<file path="config.mk">
export PLATFORM = sky130hd
export DESIGN_NAME = efo_core
export DESIGN_NICKNAME = d
export VERILOG_FILES = /design/src/verilog/efo_pkg.sv /design/src/verilog/efo_core.sv
export SDC_FILE = /design/constraint.sdc
export NUM_CORES = 1
export LEC_CHECK = 0
export BUFFER_PORTS_ARGS = -buffer_cell sky130_fd_sc_hd__buf_2
export CAP_MARGIN = 20
export CORE_MARGIN = 2
export CORE_UTILIZATION = 55
export DETAILED_ROUTE_END_ITERATION = 10
export PLACE_DENSITY = 0.82
export SLEW_MARGIN = 40
export SYNTH_ARGS = -nofsm -noshare
export SYNTH_HDL_FRONTEND = slang
export SYNTH_SLANG_ARGS = --single-unit
</file>
<file path="constraint.sdc">
create_clock -name MCLK -period 2.8 [get_ports MCLK]
set_input_delay 0.42 -clock MCLK [delete_from_list [all_inputs] [get_ports MCLK]]
set_output_delay 0.42 -clock MCLK [all_outputs]
set_load 0.005 [all_outputs]
</file>
<file path="src/verilog/efo_pkg.sv">
package efo_pkg;
    // ************************************************************
    // Timing
    // ************************************************************
    localparam int CLK_MHZ = 200;
    localparam int RUN_OFF_TIME_MS = 5000;
    localparam longint RUN_OFF_CYC = longint'(RUN_OFF_TIME_MS) * CLK_MHZ * 1000;
    localparam int CLEAN_TIME_MIN = 60;
    localparam longint CLEAN_CYC = longint'(CLEAN_TIME_MIN) * 60 * CLK_MHZ * 1000000;
    // ************************************************************
    // Widths and reset values
    // ************************************************************
    localparam int POS_W = 5;
    localparam int CNT_W = 40;
    localparam int RETRY_W = 4;
    localparam int SPEED_W = 12;
    localparam logic [SPEED_W-1:0] SLOW_FPM = 12'h032;
    localparam logic [RETRY_W-1:0] RETRY_DEF = 4'h3;
    localparam int FLASH_W = 24;
endpackage

</file>
<file path="src/verilog/efo_core.sv">
module efo_core #(
    parameter longint RUN_OFF_CYCLES = efo_pkg::RUN_OFF_CYC,
    parameter longint CLEAN_CYCLES = efo_pkg::CLEAN_CYC,
    parameter logic [efo_pkg::RETRY_W-1:0] RETRY_MAX = efo_pkg::RETRY_DEF
) (
    // Clock and reset
    input wire logic MCLK,
    input wire logic RESET_N,
    // Option switches
    input wire logic OPT_HALL_LANTERN,
    input wire logic OPT_NO_RETURN_LATCH,
    input wire logic OPT_GRAY_PI,
    input wire logic OPT_ROPE_BRAKE,
    input wire logic OPT_DRIVE_COMPAT,
    input wire logic OPT_INT_STOP_BYPASS,
    input wire logic OPT_BLOWER,
    input wire logic OPT_BLOWER_INSP,
    input wire logic OPT_BLOWER_FIRE,
    input wire logic OPT_RESET_COUNTER,
    input wire logic OPT_NO_REDUNDANCY,
    input wire logic OPT_SAFE_INVERT,
    input wire logic OPT_FLASH_HALL_FIRE,
    input wire logic OPT_DOOR_SECURITY,
    input wire logic OPT_DOOR_CHECK,
    input wire logic OPT_ATTEND_DIR,
    input wire logic OPT_MEDICAL_KEY,
    input wire logic OPT_FIRE_MAIN_REAR,
    input wire logic OPT_FIRE_ALT_REAR,
    input wire logic OPT_IN_USE,
    input wire logic OPT_FREIGHT_CLOSE,
    input wire logic OPT_HALL_CLOSE,
    input wire logic OPT_TWO_FLOOR,
    input wire logic SINGLE_PUSH_BUTTON_CTRL,
    // Car and hoistway inputs
    input wire logic SLOWDOWN_IN,
    input wire logic STOPPED_DOORS_OPEN_IN,
    input wire logic FIRE_SW_OFF_IN,
    input wire logic FIRE_RETURN_REQ_IN,
    input wire logic [efo_pkg::POS_W-1:0] POSITION_IN,
    input wire logic DOOR_ZONE_IN,
    input wire logic DOORS_OPEN_IN,
    input wire logic DOORS_CLOSED_IN,
    input wire logic BRAKE_DROPPED_IN,
    input wire logic [efo_pkg::SPEED_W-1:0] SPEED_IN,
    input wire logic STOPPING_IN,
    input wire logic RUN_CMD_IN,
    input wire logic SHUTDOWN_DEFEAT_IN,
    input wire logic NORMAL_OP_IN,
    input wire logic FIRE_STOP_SW_IN,
    input wire logic FIRE_PHASE2_IN,
    input wire logic BLOWER_OVERLOAD_IN,
    input wire logic INSPECTION_IN,
    input wire logic AT_MAIN_IN,
    input wire logic DRIVE_FAULT_IN,
    input wire logic REDUNDANCY_ERR_IN,
    input wire logic SAFE_IN,
    input wire logic CAR_FIRE_FLASH_IN,
    input wire logic REOPEN_REQ_IN,
    input wire logic DOOR_CONTACTS_IN,
    input wire logic CALLS_UP_IN,
    input wire logic CALLS_DN_IN,
    input wire logic DIR_UP_IN,
    input wire logic DIR_DN_IN,
    input wire logic MED_RETURN_IN,
    input wire logic INDEPENDENT_IN,
    input wire logic MED_KEY_IN,
    input wire logic AT_FIRE_MAIN_IN,
    input wire logic AT_FIRE_ALT_IN,
    input wire logic SELECTIVE_REAR_IN,
    input wire logic MOVING_IN,
    input wire logic HALL_CALL_IN,
    input wire logic MULTI_FLOOR_RUN_IN,
    // Outputs
    output logic LANTERN_OUT,
    output logic FIRE_RETURN_OUT,
    output logic [efo_pkg::POS_W-1:0] PI_OUT,
    output logic ROPE_BRAKE_OUT,
    output logic FALSE_DOWN_LEVEL_OUT,
    output logic STOP_BYPASS_OUT,
    output logic BLOWER_RETURN_OUT,
    output logic SHUTDOWN_OUT,
    output logic REDUNDANCY_FAULT_OUT,
    output logic SAFE_FAULT_OUT,
    output logic HALL_FIRE_LIGHT_OUT,
    output logic DOOR_REOPEN_OUT,
    output logic DOOR_HOLD_OUT,
    output logic ATTEND_UP_OUT,
    output logic ATTEND_DN_OUT,
    output logic MED_LIGHT_OUT,
    output logic FIRE_REAR_DOOR_OUT,
    output logic IN_USE_OUT,
    output logic FREIGHT_CLOSE_OUT,
    output logic HALL_CLOSE_START_OUT,
    output logic FULL_SPEED_OUT
);
    import efo_pkg::*;

    // ************************************************************
    // Input synchronisers
    // ************************************************************
    localparam int NSYNC = 12;
    // Reset to the idle level of each pin: blower ok, in door zone, brake dropped,
    // fire switch off, stop switch closed. Zeros would fake a hazard on power up.
    localparam logic [NSYNC-1:0] SYNC_IDLE = 12'h5C2;
    logic [NSYNC-1:0] raw_in;
    logic [NSYNC-1:0] meta_ff;
    logic [NSYNC-1:0] sync_ff;
    // Safety related pins and the hall call; the rest arrive from scan logic
    assign raw_in = {SHUTDOWN_DEFEAT_IN, BLOWER_OVERLOAD_IN, SAFE_IN, DOOR_ZONE_IN, BRAKE_DROPPED_IN,
                     FIRE_SW_OFF_IN, DOOR_CONTACTS_IN, REOPEN_REQ_IN, DRIVE_FAULT_IN, RUN_CMD_IN,
                     FIRE_STOP_SW_IN, HALL_CALL_IN};
    genvar gi;
    generate
        for (gi = 0; gi < NSYNC; gi++) begin : g_sync
            always_ff @(posedge MCLK or negedge RESET_N) begin
                if (!RESET_N) begin
                    meta_ff[gi] <= SYNC_IDLE[gi];
                    sync_ff[gi] <= SYNC_IDLE[gi];
                end else begin
                    meta_ff[gi] <= raw_in[gi];
                    sync_ff[gi] <= meta_ff[gi];
                end
            end
        end
    endgenerate
    logic s_defeat, s_blower, s_safe, s_dz, s_brake, s_fire_off, s_contacts, s_reopen, s_dfault, s_run;
    logic s_stop_sw, s_hall;
    assign {s_defeat, s_blower, s_safe, s_dz, s_brake, s_fire_off, s_contacts, s_reopen, s_dfault, s_run,
            s_stop_sw, s_hall} = sync_ff;

    // ************************************************************
    // State
    // ************************************************************
    typedef struct packed {
        logic defeat_d;
        logic below_slow;
        logic rb_trip;
        logic [CNT_W-1:0] off_cnt;
        logic [CNT_W-1:0] clean_cnt;
        logic [RETRY_W-1:0] retries;
        logic dfault_d;
        logic blower_ret;
        logic out_lantern;
        logic out_fire_ret;
        logic [POS_W-1:0] out_pi;
        logic out_fdl;
        logic out_bypass;
        logic out_shutdown;
        logic out_redund;
        logic out_safe_flt;
        logic out_hall_fire;
        logic out_reopen;
        logic out_hold;
        logic out_att_up;
        logic out_att_dn;
        logic out_med;
        logic out_rear;
        logic out_in_use;
        logic out_freight;
        logic out_hall_close;
        logic out_full;
    } efo_state_s;
    efo_state_s st_ff;
    efo_state_s nxt_st;
    logic fast;
    logic rb_event;
    assign fast = SPEED_IN > SLOW_FPM;

    // ************************************************************
    // Next state; every option is read live each cycle
    // ************************************************************
    always_comb begin
        nxt_st = st_ff;
        nxt_st.defeat_d = s_defeat;
        nxt_st.dfault_d = s_dfault;
        // Lantern at slowdown or after stop with doors open
        nxt_st.out_lantern = OPT_HALL_LANTERN ? SLOWDOWN_IN : STOPPED_DOORS_OPEN_IN;
        // Return latch, cancelled by the fire switch when allowed
        if (FIRE_RETURN_REQ_IN) begin
            nxt_st.out_fire_ret = 1'b1;
        end else if (OPT_NO_RETURN_LATCH && !s_fire_off && MOVING_IN) begin
            nxt_st.out_fire_ret = 1'b0;
        end else if (!MOVING_IN && !FIRE_RETURN_REQ_IN) begin
            nxt_st.out_fire_ret = 1'b0;
        end
        nxt_st.out_pi = OPT_GRAY_PI ? (POSITION_IN ^ (POSITION_IN >> 1)) : POSITION_IN;
        // Overspeed with run signals off, timed
        if (s_run || !fast) begin
            nxt_st.off_cnt = '0;
        end else if (st_ff.off_cnt < CNT_W'(RUN_OFF_CYCLES)) begin
            nxt_st.off_cnt = st_ff.off_cnt + CNT_W'(1);
        end
        // Slow crossing while stopping arms the re-acceleration check
        if (!STOPPING_IN) begin
            nxt_st.below_slow = 1'b0;
        end else if (!fast) begin
            nxt_st.below_slow = 1'b1;
        end
        // Trip wins over reset so a live hazard never clears
        if (s_defeat && !st_ff.defeat_d) begin
            nxt_st.rb_trip = 1'b0;
        end
        if (rb_event) begin
            nxt_st.rb_trip = 1'b1;
        end
        nxt_st.out_fdl = OPT_DRIVE_COMPAT && NORMAL_OP_IN;
        nxt_st.out_bypass = OPT_INT_STOP_BYPASS && FIRE_PHASE2_IN && !s_stop_sw;
        // Blower loss: return to main, then shut down
        if (OPT_BLOWER && !s_blower && !INSPECTION_IN && !FIRE_PHASE2_IN) begin
            nxt_st.blower_ret = 1'b1;
        end else if (s_blower) begin
            nxt_st.blower_ret = 1'b0;
        end
        // Drive retry budget, refilled after clean running
        if (s_dfault && !st_ff.dfault_d && OPT_RESET_COUNTER && st_ff.retries != RETRY_MAX) begin
            nxt_st.retries = st_ff.retries + RETRY_W'(1);
        end
        if (s_dfault) begin
            nxt_st.clean_cnt = '0;
        end else if (st_ff.clean_cnt >= CNT_W'(CLEAN_CYCLES) - CNT_W'(1)) begin
            nxt_st.clean_cnt = '0;
            nxt_st.retries = '0;
        end else if (MOVING_IN) begin
            nxt_st.clean_cnt = st_ff.clean_cnt + CNT_W'(1);
        end
        nxt_st.out_shutdown = (st_ff.blower_ret && AT_MAIN_IN)
            || (OPT_BLOWER && OPT_BLOWER_INSP && INSPECTION_IN && !s_blower)
            || (OPT_BLOWER && OPT_BLOWER_FIRE && FIRE_PHASE2_IN && !s_blower)
            || (OPT_RESET_COUNTER && st_ff.retries == RETRY_MAX && s_dfault);
        nxt_st.out_redund = REDUNDANCY_ERR_IN && !OPT_NO_REDUNDANCY;
        nxt_st.out_safe_flt = !MOVING_IN && (s_safe == OPT_SAFE_INVERT);
        nxt_st.out_hall_fire = OPT_FLASH_HALL_FIRE && CAR_FIRE_FLASH_IN;
        nxt_st.out_reopen = s_reopen && !(OPT_DOOR_SECURITY && SELECTIVE_REAR_IN && DOORS_CLOSED_IN);
        nxt_st.out_hold = OPT_DOOR_CHECK && s_contacts && DOORS_OPEN_IN;
        nxt_st.out_att_up = OPT_ATTEND_DIR ? DIR_UP_IN : CALLS_UP_IN;
        nxt_st.out_att_dn = OPT_ATTEND_DIR ? (DIR_DN_IN && !DIR_UP_IN) : CALLS_DN_IN;
        nxt_st.out_med = OPT_MEDICAL_KEY ? (INDEPENDENT_IN && MED_KEY_IN) : MED_RETURN_IN;
        nxt_st.out_rear = SELECTIVE_REAR_IN && ((OPT_FIRE_MAIN_REAR && AT_FIRE_MAIN_IN)
            || (OPT_FIRE_ALT_REAR && AT_FIRE_ALT_IN));
        nxt_st.out_in_use = SINGLE_PUSH_BUTTON_CTRL && OPT_IN_USE && (DOORS_OPEN_IN || MOVING_IN);
        nxt_st.out_freight = SINGLE_PUSH_BUTTON_CTRL && OPT_FREIGHT_CLOSE && DOORS_OPEN_IN;
        nxt_st.out_hall_close = SINGLE_PUSH_BUTTON_CTRL && OPT_HALL_CLOSE && s_hall && DOORS_OPEN_IN;
        nxt_st.out_full = MOVING_IN && (!OPT_TWO_FLOOR || MULTI_FLOOR_RUN_IN);
    end

    // Trip sources, gated by the option
    assign rb_event = OPT_ROPE_BRAKE && ((!s_dz && DOORS_OPEN_IN && MOVING_IN)
        || (!MOVING_IN && !s_run && !s_brake)
        || (st_ff.below_slow && STOPPING_IN && fast)
        || (st_ff.off_cnt >= CNT_W'(RUN_OFF_CYCLES)));

    // ************************************************************
    // Registers
    // ************************************************************
    always_ff @(posedge MCLK or negedge RESET_N) begin
        if (!RESET_N) begin
            st_ff <= '0;
        end else begin
            st_ff <= nxt_st;
        end
    end

    // ************************************************************
    // Outputs straight from flops
    // ************************************************************
    assign LANTERN_OUT = st_ff.out_lantern;
    assign FIRE_RETURN_OUT = st_ff.out_fire_ret;
    assign PI_OUT = st_ff.out_pi;
    assign ROPE_BRAKE_OUT = st_ff.rb_trip;
    assign FALSE_DOWN_LEVEL_OUT = st_ff.out_fdl;
    assign STOP_BYPASS_OUT = st_ff.out_bypass;
    assign BLOWER_RETURN_OUT = st_ff.blower_ret;
    assign SHUTDOWN_OUT = st_ff.out_shutdown;
    assign REDUNDANCY_FAULT_OUT = st_ff.out_redund;
    assign SAFE_FAULT_OUT = st_ff.out_safe_flt;
    assign HALL_FIRE_LIGHT_OUT = st_ff.out_hall_fire;
    assign DOOR_REOPEN_OUT = st_ff.out_reopen;
    assign DOOR_HOLD_OUT = st_ff.out_hold;
    assign ATTEND_UP_OUT = st_ff.out_att_up;
    assign ATTEND_DN_OUT = st_ff.out_att_dn;
    assign MED_LIGHT_OUT = st_ff.out_med;
    assign FIRE_REAR_DOOR_OUT = st_ff.out_rear;
    assign IN_USE_OUT = st_ff.out_in_use;
    assign FREIGHT_CLOSE_OUT = st_ff.out_freight;
    assign HALL_CLOSE_START_OUT = st_ff.out_hall_close;
    assign FULL_SPEED_OUT = st_ff.out_full;

    // ************************************************************
    // Checks
    // ************************************************************
    a_rb_sticky: assert property (@(posedge MCLK) disable iff (!RESET_N)
        ROPE_BRAKE_OUT && !(s_defeat && !st_ff.defeat_d) |=> ROPE_BRAKE_OUT)
        else $error("rope brake cleared without defeat edge");
    a_rb_trip: assert property (@(posedge MCLK) disable iff (!RESET_N)
        rb_event |=> ROPE_BRAKE_OUT)
        else $error("rope brake missed trip");
    a_gray_pi: assert property (@(posedge MCLK) disable iff (!RESET_N)
        OPT_GRAY_PI |=> PI_OUT == ($past(POSITION_IN) ^ ($past(POSITION_IN) >> 1)))
        else $error("position indicator not gray");
    a_redund_mask: assert property (@(posedge MCLK) disable iff (!RESET_N)
        OPT_NO_REDUNDANCY |=> !REDUNDANCY_FAULT_OUT)
        else $error("redundancy fault while disabled");
    a_lantern_sel: assert property (@(posedge MCLK) disable iff (!RESET_N)
        OPT_HALL_LANTERN && SLOWDOWN_IN |=> LANTERN_OUT)
        else $error("lantern missing at slowdown");
    a_fdl_enable: assert property (@(posedge MCLK) disable iff (!RESET_N)
        FALSE_DOWN_LEVEL_OUT |-> $past(OPT_DRIVE_COMPAT))
        else $error("false down level without option");
    a_in_use: assert property (@(posedge MCLK) disable iff (!RESET_N)
        SINGLE_PUSH_BUTTON_CTRL && OPT_IN_USE && MOVING_IN |=> IN_USE_OUT)
        else $error("in use light off while moving");
    a_full_speed: assert property (@(posedge MCLK) disable iff (!RESET_N)
        OPT_TWO_FLOOR && !MULTI_FLOOR_RUN_IN |=> !FULL_SPEED_OUT)
        else $error("full speed on one floor run");
    a_door_sec: assert property (@(posedge MCLK) disable iff (!RESET_N)
        OPT_DOOR_SECURITY && SELECTIVE_REAR_IN && DOORS_CLOSED_IN |=> !DOOR_REOPEN_OUT)
        else $error("reopen while secured");
endmodule

</file>
==> metrics.md, run 1 <==
| Metric | Value |
|---|---|
| H-tree level count | 4 |
| Clock group share of total power | 47.2% |
| Portion of total power attributed to sequential cells | 46.2% |
| Relative slew slack | 50.4% |
| Net switching component of the power | 1.13 mW |
| Post-route insts no fill | 865 |
| Number of placed I/O pins | 104 |
| Sequential element share of the synthesized area | 56.1% |
| Design Area, Final | 7520 um^2 |
| Routed len/inst | 16.1 um |
| Number of synthesis warnings | 0 |
| Endpoint class of the critical path | flop |
| Yosys reg bits | 136 |
| Max cap viols | 0 |
| Die height | 109 um |
| Number of antenna violations at the first check in global routing | 0 |
| Run status | completed |
| Setup repair after global routing missed its margin | no |
| Minimum hold slack | 0.0415 ns |
| Setup slack after layout | 0.282 ns |
| Number of detailed-routing iterations run before antenna repair | 5 |
| Setup slack after placement | 0.260 ns |
| DR iter-0 viols | 353 |
| Overall Global Routing Usage | 24.7% |
| Clock transition at the registers of the reported paths | 0.06 ns |
| Setup TNS | 0 ns |
| Cell-internal power | 3.41 mW |
| Vias in the first global route | 5110 |
| Actual slew at the worst max-slew pin | 0.744 ns |
| Power, Total | 4.55 mW |
| Dominant synthesized flop cell | sky130_fd_sc_hd__dfrtp_1 |
| Req. time, crit path | 3.25 ns |
| Startpoint type of the worst setup path | flop |
| Share of power burned in combinational logic | 6.6% |
| Fraction of power spent switching nets | 24.9% |
| TritonCTS clock tree | yes |
| Layout cells sized above 1 | 23.7% |
| # placed instances | 817 |
| Clock Sinks | 136 |
| Antenna violation net count after detailed routing | 0 |
| Data arrival time of the critical path | 2.97 ns |
| Die Outline Area | 11900 um^2 |
| Core utilization of the finished layout | 69.3% |
| Number of buffers created by CTS | 17 |
| Clock latency on the worst-skew pair | 0.53 ns |
| # rows | 38 |
| Static power due to leakage | 3.43 nW |
| RD Place Congestion | 0.870 |
| Final Skew | 0.00608 ns |
| Endpoints failing hold | 0 |
| Mean instance size in the synthesized netlist | 10.4 um^2 |
| Half-perimeter wire length after detailed placement | 8960 um |
| Min Tclk post-route | 2.52 ns |
| Setup Crit Path Kind | reg2reg |
| Post-cts sizing count | 0 |
| Area Overhead vs Synth | 23.4% |
| Overall via count from detail_route | 4932 |
| Setup slack on the worst flop-to-flop path | 0.28 ns |
| Worst IR Drop VDD | 0.526 mV |
| Share of synthesized flip-flops with an asynchronous set or reset | 100% |
| Achievable clock frequency | 0.397 GHz |
| Final Setup Violations | 0 |
| Pwr Density | 605 nW/um^2 |
| First-pass GRT wire length | 22800 um |
| Final Net Count | 795 |
| Critical path fanouts, max | 6 |
| Highest-count cells in the layout ignoring fill and taps | sky130_fd_sc_hd__dfrtp_1 (126), sky130_fd_sc_hd__buf_2 (102), sky130_fd_sc_hd__nor2_1 (75) |
| Post-Synthesis Net Count | 668 |
| Final clock period utilization by the worst path | 89.9% |
| Residual DRC count | 0 |
| Via density | 5.70 |
| Synth Instances | 585 |
| Commonest non-fill, non-tap cell in the layout | sky130_fd_sc_hd__dfrtp_1 |
| Port Buffer Count | 103 |
| Maximum number of pins on one net before global-route repair | 57 |
| Number of enable-type register cells in the synthesized netlist | 0 |
| Post-synthesis cell area | 6090 um^2 |
| Width of the die | 109 um |
| Max FFs per register | 87 |
| Buffer cell driving the clock tree root | sky130_fd_sc_hd__clkbuf_8 |
| Distinct cell type count of the synthesized netlist | 55 |
| Type of the most critical hold path | in2reg |
| Residual overflow from global routing | 0 |
| Maximum buffer depth of the clock tree | 2 |
| DP Area | 6790 um^2 |
| Register bank with the most flops | st_ff |
| Placeable core area | 10800 um^2 |
| Initial core utilization | 56.2% |
| Routed wire length | 13900 um |
| Ant diodes | 0 |
| Total count of max-transition violations in the final report | 0 |
## cell families after synthesis
family	count (synthesis)	share of synthesized area [%]
flops	136	56.1
buf+inv	33	2.51
fa+ha+maj	4	0.822
simple gates	283	24.4
compound gates	68	7.33
mux	5	0.863
xor+xnor	56	8.05
## metal layers
metal  wire [um]  up-vias  part of all wire, %  GRT usage (%)
met1        5770     2416                   41           29.8
met4         253        0                  1.8           10.5
met5           0        -                    0              0
met3         782       24                  5.6           6.22
li1            -     2308                    -              -
met2        7110      184                   51           42.1
## worst paths after layout
check / start / endpoint / cells after the start
worst max-delay path: st_ff[106]$_DFFE_PN0P_ / st_ff[96]$_DFFE_PN0P_ / 6
worst min-delay path: OPT_NO_REDUNDANCY / REDUNDANCY_FAULT_OUT$_DFF_PN0_ / 2
worst max register to register: st_ff[106]$_DFFE_PN0P_ / st_ff[96]$_DFFE_PN0P_ / 6
worst min register to register: meta_ff[4]$_DFF_PN0_ / s_reopen$_DFF_PN0_ / 0
max in group asynchronous: RESET_N / meta_ff[8]$_DFF_PN1_ / 3
min in group asynchronous: RESET_N / FIRE_REAR_DOOR_OUT$_DFF_PN0_ / 2
## cell type report
class	instances	area (um^2)
clock buffer	18	428
sequential	136	3420
fill	763	3320
tap	140	175
inverter	10	37.5
timing repair buffer	131	776
clock inverter	14	139
multi-input combinational	416	2550
## power by group through the flow
stage                     Clock (mW)  Combinational, mW  Sequential (mW)
after floorplan                    0              0.132             2.13
final                           2.15              0.300             2.10
after CTS                       2.16              0.305             2.10
after detailed placement           0              0.284             2.13
after global placement             0              0.268             2.13
after global routing            2.26              0.341             2.11
## Yosys cell counts (10+ instances only)
library cell	count	area (um^2)
sky130_fd_sc_hd__a21oi_1	24	120
sky130_fd_sc_hd__and2_1	18	113
sky130_fd_sc_hd__and3_1	24	150
sky130_fd_sc_hd__clkbuf_1	11	41.3
sky130_fd_sc_hd__dfrtp_1	126	3150
sky130_fd_sc_hd__dfstp_2	10	263
sky130_fd_sc_hd__inv_1	10	37.5
sky130_fd_sc_hd__nand2_1	43	161
sky130_fd_sc_hd__nand3_1	34	170
sky130_fd_sc_hd__nand4_1	27	169
sky130_fd_sc_hd__nor2_1	76	285
sky130_fd_sc_hd__nor3_1	10	50.1
sky130_fd_sc_hd__o21ai_0	18	90.1
sky130_fd_sc_hd__or3_1	15	93.8
sky130_fd_sc_hd__xnor2_1	17	149
sky130_fd_sc_hd__xor2_1	39	342
## worst max-delay path: stages (launching register included)
cell and delay (ns):
sky130_fd_sc_hd__dfrtp_1 0.38, sky130_fd_sc_hd__nor4_1 0.46, sky130_fd_sc_hd__nand3_1 0.23, sky130_fd_sc_hd__a2111oi_4 0.48
sky130_fd_sc_hd__nand4_1 0.30, sky130_fd_sc_hd__or3_1 0.43, sky130_fd_sc_hd__a21oi_1 0.16
## repair_timing
action / 4_1_cts / 5_1_grt
hold buffers: 14 / 0
endpoints found under the setup margin: 0 / 1
endpoints found under the hold margin: 54 / 0
setup buffers: 0 / 2
Note: power is estimated with default switching activity, not from simulation.
==> run 2, diff against run 1 <==
- ABC_AREA: unset -> 1
- PLACE_DENSITY: 0.82 -> 0.81
==> metrics.md, run 2 <==
| Metric | Value |
|---|---|
| Run status | completed |
| Distinct cell type count of the synthesized netlist | 42 (-24%) |
| Yosys reg bits | 136 (unchanged) |
| Half-perimeter wire length after detailed placement | 13800 um (+54%) |
| Setup slack on the worst flop-to-flop path | 0.61 ns (+0.33 ns) |
| # rows | 43 (+13%) |
| Req. time, crit path | 3.11 ns (-0.14 ns) |
| Area fraction of the dominant cell type after synthesis | 40.5% (-11 points) |
| Initial core utilization | 56.2% (about the same) |
| Number of antenna violations at the first check in global routing | 0 (unchanged) |
| Data arrival time of the critical path | 2.50 ns (-0.47 ns) |
| Total count of max-transition violations in the final report | 0 (unchanged) |
| Number of enable-type register cells in the synthesized netlist | 0 (unchanged) |
| Setup TNS | 0 ns (unchanged) |
| Setup repair after global routing missed its margin | no |
| Adder-Cell Fraction of Synth Area | 0.644% (-0.18 points) |
| Cell type with the largest total area after synthesis | sky130_fd_sc_hd__dfrtp_1 |
| Max FFs per register | 87 (unchanged) |
| Share of synthesized flip-flops with an asynchronous set or reset | 100% (unchanged) |
| Buffer cell driving the clock tree root | sky130_fd_sc_hd__clkbuf_16 |
| # placed instances | 1326 (+62%) |
| H-tree level count | 4 (unchanged) |
| Mean instance size in the synthesized netlist | 7.26 um^2 (-30%) |
| Actual slew at the worst max-slew pin | 0.793 ns (+0.0493 ns) |
| Critical path fanouts, max | 35 (+29) |
| Maximum number of pins on one net before global-route repair | 55 (-3.5%) |
| Routed wire length | 19200 um (+38%) |
| Maximum buffer depth of the clock tree | 2 (unchanged) |
| Post-Synthesis Net Count | 1154 (+73%) |
| Endpoints failing hold | 0 (unchanged) |
| Placeable core area | 13800 um^2 (+28%) |
| Number of synthesis warnings | 0 (unchanged) |
| Residual overflow from global routing | 0 (unchanged) |
| Top-count cell post-synth | sky130_fd_sc_hd__nand2_1 |
| Dominant cell type by count on the critical path | sky130_fd_sc_hd__inv_2 |
| Via density | 5.40 (-5.3%) |
| Share of the synthesized netlist area taken by xor and xnor gates | 5.63% (-2.4 points) |
| Synth Area in Compound Gates | 1.91% (-5.4 points) |
| Max cap viols | 0 (unchanged) |
| Sequential element share of the synthesized area | 43.9% (-12 points) |
| Clock latency on the worst-skew pair | 0.43 ns (-0.10 ns) |
| Die Outline Area | 15100 um^2 (+27%) |
| Synth Area in Simple Gates | 40.2% (+16 points) |
| Worst IR Drop VDD | 0.593 mV (+13%) |
| Dominant synthesized flop cell | sky130_fd_sc_hd__dfrtp_1 |
| Commonest non-fill, non-tap cell in the layout | sky130_fd_sc_hd__nand2_1 |
| Final Skew | 0.00956 ns (+0.00348 ns) |
| Clock Sinks | 136 (unchanged) |
| Endpoint class of the critical path | flop |
| Post-synthesis cell area | 7780 um^2 (+28%) |
| Pwr Density | 520 nW/um^2 (-14%) |
| Overall Global Routing Usage | 27.0% (+2.3 points) |
| Residual DRC count | 0 (unchanged) |
| First-pass GRT wire length | 32000 um (+41%) |
| Setup Crit Path Kind | reg2reg |
| Number of buffers created by CTS | 17 (unchanged) |
| DR iter-0 viols | 501 (+42%) |
| Register bank with the most flops | st_ff |
| Number of placed I/O pins | 104 (unchanged) |
| R2r startpoint | st_ff[29]$_DFFE_PN0P_ |
| TritonCTS clock tree | yes |
| Type of the most critical hold path | in2reg |
| Width of the die | 123 um (+13%) |
| Synth Instances | 1071 (+83%) |
| Largest cells by area after synthesis | sky130_fd_sc_hd__dfrtp_1 (41%), sky130_fd_sc_hd__nand2_1 (15%), sky130_fd_sc_hd__nor2_1 (9.5%), sky130_fd_sc_hd__nand3_1 (9.1%), sky130_fd_sc_hd__xor2_1 (4.5%) |
| Vias in the first global route | 6874 (+35%) |
| Final clock period utilization by the worst path | 78.3% (-12 points) |
| Port Buffer Count | 103 (unchanged) |
| Depth of the worst register-to-register path | 10 (+4) |
| Largest family of logic cells by synthesized area | simple AND/OR/NAND/NOR gates |
| Clock transition at the registers of the reported paths | 0.07 ns (about the same) |
| Antenna violation net count after detailed routing | 0 (unchanged) |
| Final Setup Violations | 0 (unchanged) |
| Launch instance of the worst min-delay path | FIRE_STOP_SW_IN |
| Die height | 123 um (+13%) |
| Number of detailed-routing iterations run before antenna repair | 6 (+1) |
| Min Tclk post-route | 2.19 ns (-0.325 ns) |
| Series of cell instances along the critical path | ha_1 > inv_2 > nor2_4 > nand2_2 > inv_2 > nand3_2 > nand3_4 > nor2_1 > nand3_1 > nand2_1 |
| Setup crit start | st_ff[29]$_DFFE_PN0P_ |
| WHS Endpoint | meta_ff[1]$_DFF_PN1_ |
| Static power due to leakage | 4.43 nW (+29%) |
| Highest-delay cell along the critical path | sky130_fd_sc_hd__dfrtp_1 |
| Post-route insts no fill | 1359 (+57%) |
| Ant diodes | 0 (unchanged) |
| Endpoint of the lowest-slack register-to-register path | st_ff[64]$_DFFE_PN0P_ |
| Achievable clock frequency | 0.456 GHz (+15%) |
| Relative slew slack | 47.1% (-3.3 points) |
| RD Place Congestion | 0.989 (+14%) |
| Power, Total | 4.67 mW (+2.7%) |
| Overall via count from detail_route | 7336 (+49%) |
| Routed len/inst | 14.2 um (-12%) |
| Final Net Count | 1249 (+57%) |
| CP max stage delay | 0.45 ns (-0.03 ns) |
| Startpoint type of the worst setup path | flop |
| Share of synthesized area spent on multiplexers | 0.145% (-0.72 points) |
| Area Overhead vs Synth | 15.5% |
| Minimum hold slack | 0.0807 ns (+0.0393 ns) |
| Highest-count cells in the layout ignoring fill and taps | sky130_fd_sc_hd__nand2_1 (321), sky130_fd_sc_hd__nor2_1 (195), sky130_fd_sc_hd__nand3_1 (142) |
| Hold Crit Depth | 1 (-1) |
| Layout cells sized above 1 | 15.0% (-8.7 points) |
| Synth top cells by count | sky130_fd_sc_hd__nand2_1 (321), sky130_fd_sc_hd__nor2_1 (197), sky130_fd_sc_hd__nand3_1 (142), sky130_fd_sc_hd__dfrtp_1 (126), sky130_fd_sc_hd__inv_1 (91) |
==> run 2: kinds of logic (layout without fill, tap and decap cells) <==
| group | count (synthesis) | count (layout) |
|---|---|---|
| AO/OA/AOI/OAI | 22 | 22 |
| adder cells (fa/ha/maj) | 4 | 4 |
| flip-flops | 136 | 136 |
| AND/OR/NAND/NOR | 726 | 726 |
| multiplexers | 1 | 1 |
| buffers and inverters | 132 | 240 |
| XOR/XNOR | 50 | 50 |
==> run 2: cell type report <==
class / count / area [um^2]
clock inverter: 14 / 156
multi-input combinational: 803 / 3780
inverter: 95 / 357
sequential: 136 / 3420
clock buffer: 18 / 439
timing repair buffer: 113 / 612
tap: 180 / 225
fill: 1210 / 4850
==> run 2: timing repair <==
| item | in CTS | in global routing |
|---|---|---|
| hold buffers | 1 | 0 |
| setup buffers | 0 | 0 |
| hold endpoints to repair | 49 | 0 |
| resized for setup | 0 | 0 |
==> run 2: through the flow <==
step / worst slack [ns] / utilization [%] / area [um^2]
after floorplan: 1.04 / - / 7780
after global placement: 0.760 / 60.6 / 8380
after detailed placement: 0.680 / 60.6 / 8380
after CTS: 0.634 / 65.0 / 8980
after global routing: 0.463 / 65.0 / 8980
final: 0.607 / 65.0 / 8980
==> run 2: worst max-delay path by stage <==
| stage | to | depth (start not counted) | slack, ns |
|---|---|---|---|
| 3_3_place_gp | st_ff[28]$_DFF_PN0_ | 10 | 0.76 |
| 6_report | st_ff[64]$_DFFE_PN0P_ | 10 | 0.61 |
| 3_5_place_dp | st_ff[25]$_DFF_PN0_ | 10 | 0.68 |
| 4_1_cts | st_ff[64]$_DFFE_PN0P_ | 10 | 0.63 |
| 5_1_grt | st_ff[25]$_DFF_PN0_ | 10 | 0.46 |
| 2_1_floorplan | st_ff[44]$_DFFE_PN0P_ | 11 | 1.04 |
==> run 2: worst max-delay path: cells and delay by family, from the launching register on <==
family | cells | cell delay (ns)
buf+inv | 2 | 0.16
flops | 1 | 0.45
simple gates | 7 | 1.14
fa+ha+maj | 1 | 0.32
==> run 2: layer usage <==
| metal | GRT usage, % | routed length (um) |
|---|---|---|
| met4 | 8.26 | 305 |
| met2 | 44.7 | 9270 |
| met1 | 35.5 | 8220 |
| met5 | 0 | 0 |
| met3 | 6.00 | 1430 |
==> run 2: power breakdown <==
group          internal, mW  switching [mW]  total, mW
clock network          1.29           0.981       2.27
registers              2.05          0.0495       2.10
logic                 0.121           0.182      0.303
total                  3.46            1.21       4.67
